--- src/mpt_pkg.sv ---
/*
 * mpt_pkg: constants and carrier types for the module power toggle
 * and reboot sequencer.
 * Assumes a single 100 MHz clock; times are converted to cycle counts.
 */
package mpt_pkg;

   localparam int unsigned CLK_PERIOD_NS     = 10;
   localparam int unsigned TOGGLE_MIN_MS     = 1000;
   localparam int unsigned REBOOT_MIN_MS     = 200;
   localparam int unsigned TOGGLE_MIN_CYC    =
      (TOGGLE_MIN_MS * 1000000 + CLK_PERIOD_NS - 1) / CLK_PERIOD_NS;
   localparam int unsigned REBOOT_MIN_CYC    =
      (REBOOT_MIN_MS * 1000000 + CLK_PERIOD_NS - 1) / CLK_PERIOD_NS;
   localparam int unsigned PULSE_CNT_W       = 27;
   localparam int unsigned DETACH_WAIT_CYC_D = 16;
   localparam logic        POWER_STATE_RST   = 1'b0;

   typedef enum logic [2:0]
   {
      MPT_OFF       = 3'b000,
      MPT_ON        = 3'b001,
      MPT_DETACH    = 3'b010,
      MPT_DOWN      = 3'b011,
      MPT_REBOOT    = 3'b100
   } mpt_state_t;

   // qualified pulse events from the pad filters
   typedef struct packed
   {
      logic toggle;
      logic reboot;
   } mpt_evt_t;

endpackage : mpt_pkg

--- src/mpt_pulse_qual.sv ---
/*
 * mpt_pulse_qual: measures a low pulse on an active-low pad and emits a
 * one-cycle event at release when the pulse lasted the minimum time.
 * Assumes the pad input is synchronous to clk_in.
 */
`timescale 1ns/1ns
module mpt_pulse_qual
   import mpt_pkg::*;
#(
   parameter int unsigned MIN_CYC = 100
)
(
   input  wire logic clk_in,
   input  wire logic sys_rst_in,
   input  wire logic pad_n_in,
   output logic      qualified_out
);

   logic [PULSE_CNT_W-1:0] low_cnt_q;
   logic                   long_q;
   logic                   pad_n_q;

   always_ff @(posedge clk_in)
   begin
      if (sys_rst_in)
      begin
         low_cnt_q <= '0;
         long_q    <= 1'b0;
      end
      else if (!pad_n_in)
      begin
         if (low_cnt_q < PULSE_CNT_W'(MIN_CYC))
            low_cnt_q <= low_cnt_q + 1'b1;
         long_q <= (low_cnt_q >= PULSE_CNT_W'(MIN_CYC - 1));
      end
      else
      begin
         low_cnt_q <= '0;
         long_q    <= 1'b0;
      end
   end

   always_ff @(posedge clk_in)
   begin
      if (sys_rst_in)
         pad_n_q <= 1'b1;
      else
         pad_n_q <= pad_n_in;
   end

   // event fires on the rising edge of the pad, short pulses ignored
   assign qualified_out = pad_n_in && !pad_n_q && long_q;

endmodule : mpt_pulse_qual

--- src/mpt_power_seq.sv ---
/*
 * mpt_power_seq: power on/off toggle and unconditional reboot sequencer
 * of a cellular radio module.
 * Assumes the toggle pad is driven open-collector and the reboot pad both ways
 * by the host, both synchronous to clk_in; the detach handshake is answered by the protocol stack.
 */
`timescale 1ns/1ns
module mpt_power_seq
   import mpt_pkg::*;
(
   input  wire logic clk_in,
   input  wire logic sys_rst_in,
   input  wire logic power_toggle_n_in,
   input  wire logic reboot_n_in,
   input  wire logic charger_present_in,
   input  wire logic battery_supply_in,
   input  wire logic sw_power_down_in,
   input  wire logic detach_done_in,
   output logic      toggle_pullup_en_out,
   output logic      detach_req_out,
   output logic      core_enable_out,
   output logic      core_reset_n_out,
   output logic      power_state_out
);

   ////////////////////////////////////////////////////////////////////////
   // pad qualification

   mpt_evt_t   evt;
   mpt_state_t state_q;
   mpt_state_t state_d;
   logic       chg_q;
   logic       charger_rise;

   mpt_pulse_qual #(
      .MIN_CYC       (TOGGLE_MIN_CYC)
   ) u_toggle_qual (
      .clk_in        (clk_in),
      .sys_rst_in    (sys_rst_in),
      .pad_n_in      (power_toggle_n_in),
      .qualified_out (evt.toggle)
   );

   mpt_pulse_qual #(
      .MIN_CYC       (REBOOT_MIN_CYC)
   ) u_reboot_qual (
      .clk_in        (clk_in),
      .sys_rst_in    (sys_rst_in),
      .pad_n_in      (reboot_n_in),
      .qualified_out (evt.reboot)
   );

   // internal weak pull-up is always enabled
   assign toggle_pullup_en_out = 1'b1;

   always_ff @(posedge clk_in)
   begin
      if (sys_rst_in)
         chg_q <= 1'b0;
      else
         chg_q <= charger_present_in;
   end

   assign charger_rise = charger_present_in && !chg_q;

   ////////////////////////////////////////////////////////////////////////
   // power state machine

   always_comb
   begin
      state_d = state_q;
      case (state_q)
         MPT_OFF:
         begin
            if (evt.toggle)
               state_d = MPT_ON;
            else if (charger_rise && battery_supply_in)
               state_d = MPT_ON;
         end
         MPT_ON:
         begin
            if (evt.reboot)
               state_d = MPT_REBOOT;
            else if (evt.toggle || sw_power_down_in)
               state_d = MPT_DETACH;
         end
         MPT_DETACH:
         begin
            if (evt.reboot)
               state_d = MPT_REBOOT;
            else if (detach_done_in)
               state_d = MPT_DOWN;
         end
         MPT_DOWN:
            state_d = MPT_OFF;
         MPT_REBOOT:
            state_d = MPT_ON;
         default:
            state_d = MPT_OFF;
      endcase
   end

   always_ff @(posedge clk_in)
   begin
      if (sys_rst_in)
         state_q <= MPT_OFF;
      else
         state_q <= state_d;
   end

   ////////////////////////////////////////////////////////////////////////
   // outputs

   always_ff @(posedge clk_in)
   begin
      if (sys_rst_in)
      begin
         power_state_out  <= POWER_STATE_RST;
         core_enable_out  <= 1'b0;
         core_reset_n_out <= 1'b0;
         detach_req_out   <= 1'b0;
      end
      else
      begin
         power_state_out  <= (state_d != MPT_OFF);
         core_enable_out  <= (state_d != MPT_OFF) &&
                             (state_d != MPT_DOWN);
         core_reset_n_out <= (state_d == MPT_ON) ||
                             (state_d == MPT_DETACH);
         detach_req_out   <= (state_d == MPT_DETACH);
      end
   end

   ////////////////////////////////////////////////////////////////////////
   // checks

   a_off_when_down: assert property (@(posedge clk_in)
      disable iff (sys_rst_in)
      (state_q == MPT_DOWN) |=> !power_state_out && state_q == MPT_OFF)
      else $error("power state not low after shutdown");

   a_detach_before_down: assert property (@(posedge clk_in)
      disable iff (sys_rst_in)
      (state_q == MPT_DOWN) |-> $past(state_q) == MPT_DETACH)
      else $error("power down without detach");

   a_release_first: assert property (@(posedge clk_in)
      disable iff (sys_rst_in)
      (state_q == MPT_ON && !power_toggle_n_in && !sw_power_down_in)
      |=> !detach_req_out)
      else $error("shutdown begun while pad held low");

   a_toggle_turns_on: assert property (@(posedge clk_in)
      disable iff (sys_rst_in)
      (state_q == MPT_OFF && evt.toggle)
      |=> power_state_out && core_enable_out)
      else $error("toggle did not power on");

   a_sw_request: assert property (@(posedge clk_in)
      disable iff (sys_rst_in)
      (state_q == MPT_ON && sw_power_down_in && !evt.reboot)
      |=> detach_req_out)
      else $error("software power down ignored");

   a_short_ignored: assert property (@(posedge clk_in)
      disable iff (sys_rst_in)
      (reboot_n_in && !$past(reboot_n_in) && $past(reboot_n_in, 2))
      |-> !evt.reboot)
      else $error("one-cycle reboot pulse accepted");

   a_charger_on: assert property (@(posedge clk_in)
      disable iff (sys_rst_in)
      (state_q == MPT_OFF && charger_rise && battery_supply_in)
      |=> state_q == MPT_ON)
      else $error("charger did not power on");

   a_pullup_on: assert property (@(posedge clk_in)
      disable iff (sys_rst_in)
      toggle_pullup_en_out)
      else $error("toggle pull-up disabled");

endmodule : mpt_power_seq

--- config.mk ---
export PLATFORM = sky130hd
export DESIGN_NAME = mpt_power_seq
export DESIGN_NICKNAME = d
export VERILOG_FILES = /design/src/mpt_pkg.sv /design/src/mpt_pulse_qual.sv /design/src/mpt_power_seq.sv
export SDC_FILE = /design/constraint.sdc
export NUM_CORES = 1
export LEC_CHECK = 0
export ABC_AREA = 0
export BUFFER_PORTS_ARGS = -buffer_cell sky130_fd_sc_hd__buf_2
export CAP_MARGIN = 20
export CORE_ASPECT_RATIO = 0.5
export CORE_MARGIN = 2
export CORE_UTILIZATION = 55
export DETAILED_ROUTE_END_ITERATION = 8
export HOLD_SLACK_MARGIN = 0.05
export PLACE_DENSITY = 0.75
export SYNTH_ARGS = -nofsm -noshare
export SYNTH_HDL_FRONTEND = slang
export SYNTH_SLANG_ARGS = --single-unit
--- constraint.sdc ---
create_clock -name clk_in -period 1.9 [get_ports clk_in]
set_input_delay 0.19 -clock clk_in [delete_from_list [all_inputs] [get_ports clk_in]]
set_output_delay 0.19 -clock clk_in [all_outputs]
set_load 0.005 [all_outputs]
==> reports/summary.txt <==
CTS tree: done
worst vdd rail ir drop: 0.654 mV
period utilization: 1.11
TritonCTS Sinks: 66
grt peak-use layer: met2
total area of sequential cells: 1340 um^2
Die H: 58.7 um
DRC: 0
vias: 3459
Vias/cell: 6.49
Netlist cell types: 56
setup slack after layout: -0.217 ns
Post-Synth Simple-Gate Area: 0.315
CP max stage cell: or4b_4
Total GRT Usage: 0.266
failing checks: negative setup slack
Placed Instances: 507
crit-path max FO: 4
worst slew pin tran: 0.742 ns
maxcap violations: 0
Mapped Avg Cell Area: 8.50 um^2
top-area cell type share of the netlist area: 0.402
element type at the critical path start: flop
Final Instance Area: 4390 um^2
DRT Pass-1 Iters: 5
Reg clk slew, reported paths: 0.05 ns
most common cell in the netlist: dfxtp_1
layout cells sized above 1: 0.322
RD Place Congestion: 0.855
r2r startpoint: u_reboot_qual.low_cnt_q[26]$_SDFFE_PP0N_
Synth Instances: 387
DRT iter0 DRCs: 286
largest net degree at the start of global routing: 26
largest family of logic cells by synthesized area: simple AND/OR/NAND/NOR gates
final cell count without fillers: 533
cell repeated most along the worst path: or4b_4
routed wire length per instance: 17.1 um
Min Clock Period, post-route: 2.12 ns
grt ovf: 0
Root Driver: clkbuf_16
Chip Width: 113 um
CTS H-tree depth: 3
CP required: 2.08 ns
Post-DRT Antenna Nets: 0
Netlist Area Pre-Place: 3290 um^2
Cell Rows: 19
adder-cell area share of the yosys netlist: 0.00760
leak pwr: 1.72 nW
clk_lat worst skew: 0.33 ns
clk_skew: 0.00372 ns
Hold Path Class: primary input to flop
cts bufs inserted: 9
pins over their slew limit: 0
combined area of the multi-input logic cells: 2020 um^2
placed cell areas: 3810 um^2
compound-gate portion of the synthesized area: 0.220
core box area: 5630 um^2
Arr. time, crit path: 2.30 ns
Crit Path Category: flop to flop
Yosys warning count: 0
CP endpoint kind: flop
Hold EP: chg_q$_SDFF_PP0_
EDFF count, synth: 0
ANT cells: 0
worst flop-to-flop path endpoint: u_reboot_qual.low_cnt_q[14]$_SDFFE_PP0N_
Syn Nets: 397
Post-DP HPWL: 5510 um
IO Port Bufs: 11
RSZ-0062 raised after global routing: yes
outcome: finished, violations left
antenna violations before repair: 0
flop2flop setup slack: -0.22 ns
vias in the first global route: 3084
#FFs+latches synth: 66
Area Overhead vs Synth: 33.5%
CP Cell Sequence: or4b_4 > or4b_4 > o211ai_1 > or4_1 > a21oi_1
Worst Reg2Reg Path Length in Cells: 5
FILL cells: 360
max frequency: 472 MHz
proportion of synthesized area in mux cells: 0.0122
Die ar.: 6660 um^2
Final #Nets: 466
Hold WS: 0.0888 ns
ranking of synthesized cells by area: dfxtp_1 (40%), or4_1 (6.8%), a21oi_1 (4.7%)
Yosys top cell by area: dfxtp_1
post-cts hold buffer count: 0
top cells by count, synth: dfxtp_1 (66), nand2_1 (36), a21oi_1 (31), or4_1 (30), nand3_1 (20)
met2 Use GR: 0.475
Pwr Density: 706 nW/um^2
cell depth of the worst hold path: 2
Setup crit start: u_reboot_qual.low_cnt_q[26]$_SDFFE_PP0N_
initial core utilization: 0.584
Slowest Stage Delay on Critical Path: 0.54 ns
Post-Synth XOR/XNOR Area: 0.00532
global-route wire length before repair: 13900 um
final hold vios: 0
total routed wirelength: 9100 um
Slew HR: 0.505
Hold Crit Start: charger_present_in
Async SR Flop Fraction: 0
Global Route met1 Usage: 0.312
final setup vio count: 26
prevailing post-synth register cell: dfxtp_1
Clock Path Buffers: 2
Ports: 13
met3 Usage GRT: 0.0824
sequential cell area fraction in the yosys report: 0.402
==> where the power goes <==
group	switching [mW]	leakage, nW	internal, mW
Combinational	0.0613	1.03	0.0385
Clock	0.575	0.147	1.01
Sequential	0.00923	0.541	1.40
Total	0.646	1.72	2.45
==> per-layer routing <==
layer / vias up / share of wire
li1: 1651 / -
met1: 1672 / 0.42
met2: 114 / 0.50
met3: 22 / 0.058
met4: 0 / 0.019
met5: - / 0
==> flip-flops by register name, indices dropped and copies added (netlist names) <==
name                     count
detach_req_out               1
u_reboot_qual.low_cnt_q     27
u_reboot_qual.long_q         1
core_reset_n_out             1
core_enable_out              1
u_toggle_qual.long_q         1
u_toggle_qual.low_cnt_q     27
power_state_out              1
u_reboot_qual.pad_n_q        1
state_q                      3
chg_q                        1
u_toggle_qual.pad_n_q        1
==> cell type report <==
| cell class | instances | share of cell area |
|---|---|---|
| Clock buffer | 13 | 0.0638 |
| Sequential cell | 66 | 0.305 |
| Timing Repair Buffer | 79 | 0.143 |
| Tap cell | 73 | 0.0208 |
| Multi-Input combinational cell | 294 | 0.460 |
| Inverter | 6 | 0.00513 |
| Clock inverter | 2 | 0.00228 |
==> stage by stage <==
step	setup slack [ns]	utilization	total power [mW]	setup TNS [ns]
after floorplan	-0.123	-	1.50	-1.41
after global placement	-0.194	0.677	1.53	-2.53
after detailed placement	-0.244	0.677	1.54	-3.99
after CTS	-0.178	0.741	3.11	-2.92
after global routing	-0.291	0.780	3.19	-5.05
final	-0.217	0.780	3.10	-3.42
==> cells in the final DEF (no fill, tap or decap), drive strengths merged, types with 6 or more instances in the layout <==
| master | synthesis | layout |
|---|---|---|
| a21oi | 31 | 31 |
| and3 | 12 | 12 |
| buf | 10 | 79 |
| clkbuf | 11 | 13 |
| dfxtp | 66 | 66 |
| inv | 6 | 6 |
| nand2 | 36 | 36 |
| nand3 | 21 | 21 |
| nand4 | 14 | 14 |
| nor2 | 17 | 17 |
| o211ai | 14 | 14 |
| o21ai | 13 | 13 |
| o31ai | 19 | 19 |
| or3 | 14 | 14 |
| or4 | 32 | 32 |
==> how the worst max path moves through the flow <==
stage	endpoint	slack, ns
6_report	u_reboot_qual.low_cnt_q[14]$_SDFFE_PP0N_	-0.22
5_1_grt	u_reboot_qual.low_cnt_q[14]$_SDFFE_PP0N_	-0.29
4_1_cts	u_reboot_qual.low_cnt_q[14]$_SDFFE_PP0N_	-0.18
3_5_place_dp	u_reboot_qual.low_cnt_q[11]$_SDFFE_PP0N_	-0.24
3_3_place_gp	u_reboot_qual.low_cnt_q[2]$_SDFFE_PP0N_	-0.19
2_1_floorplan	u_reboot_qual.low_cnt_q[2]$_SDFFE_PP0N_	-0.12
==> repair_timing <==
item,in CTS,in global routing
setup endpoints to repair,37,43
pin swaps,16,21
resized for setup,18,40
gates cloned,0,2
setup buffers,2,7
==> critical path: cells and delay by family (launching register included) <==
| kind | cells | cell delay, ns |
|---|---|---|
| compound gates | 2 | 0.39 |
| flops | 1 | 0.32 |
| simple gates | 3 | 1.26 |
==> cells by family after synthesis <==
group | after synthesis
multiplexers | 4
flip-flops | 66
other | 1
AO/OA/AOI/OAI | 107
buffers and inverters | 27
AND/OR/NAND/NOR | 178
XOR/XNOR | 2
adder cells (fa/ha/maj) | 2
(Power assumes the default switching activity.)
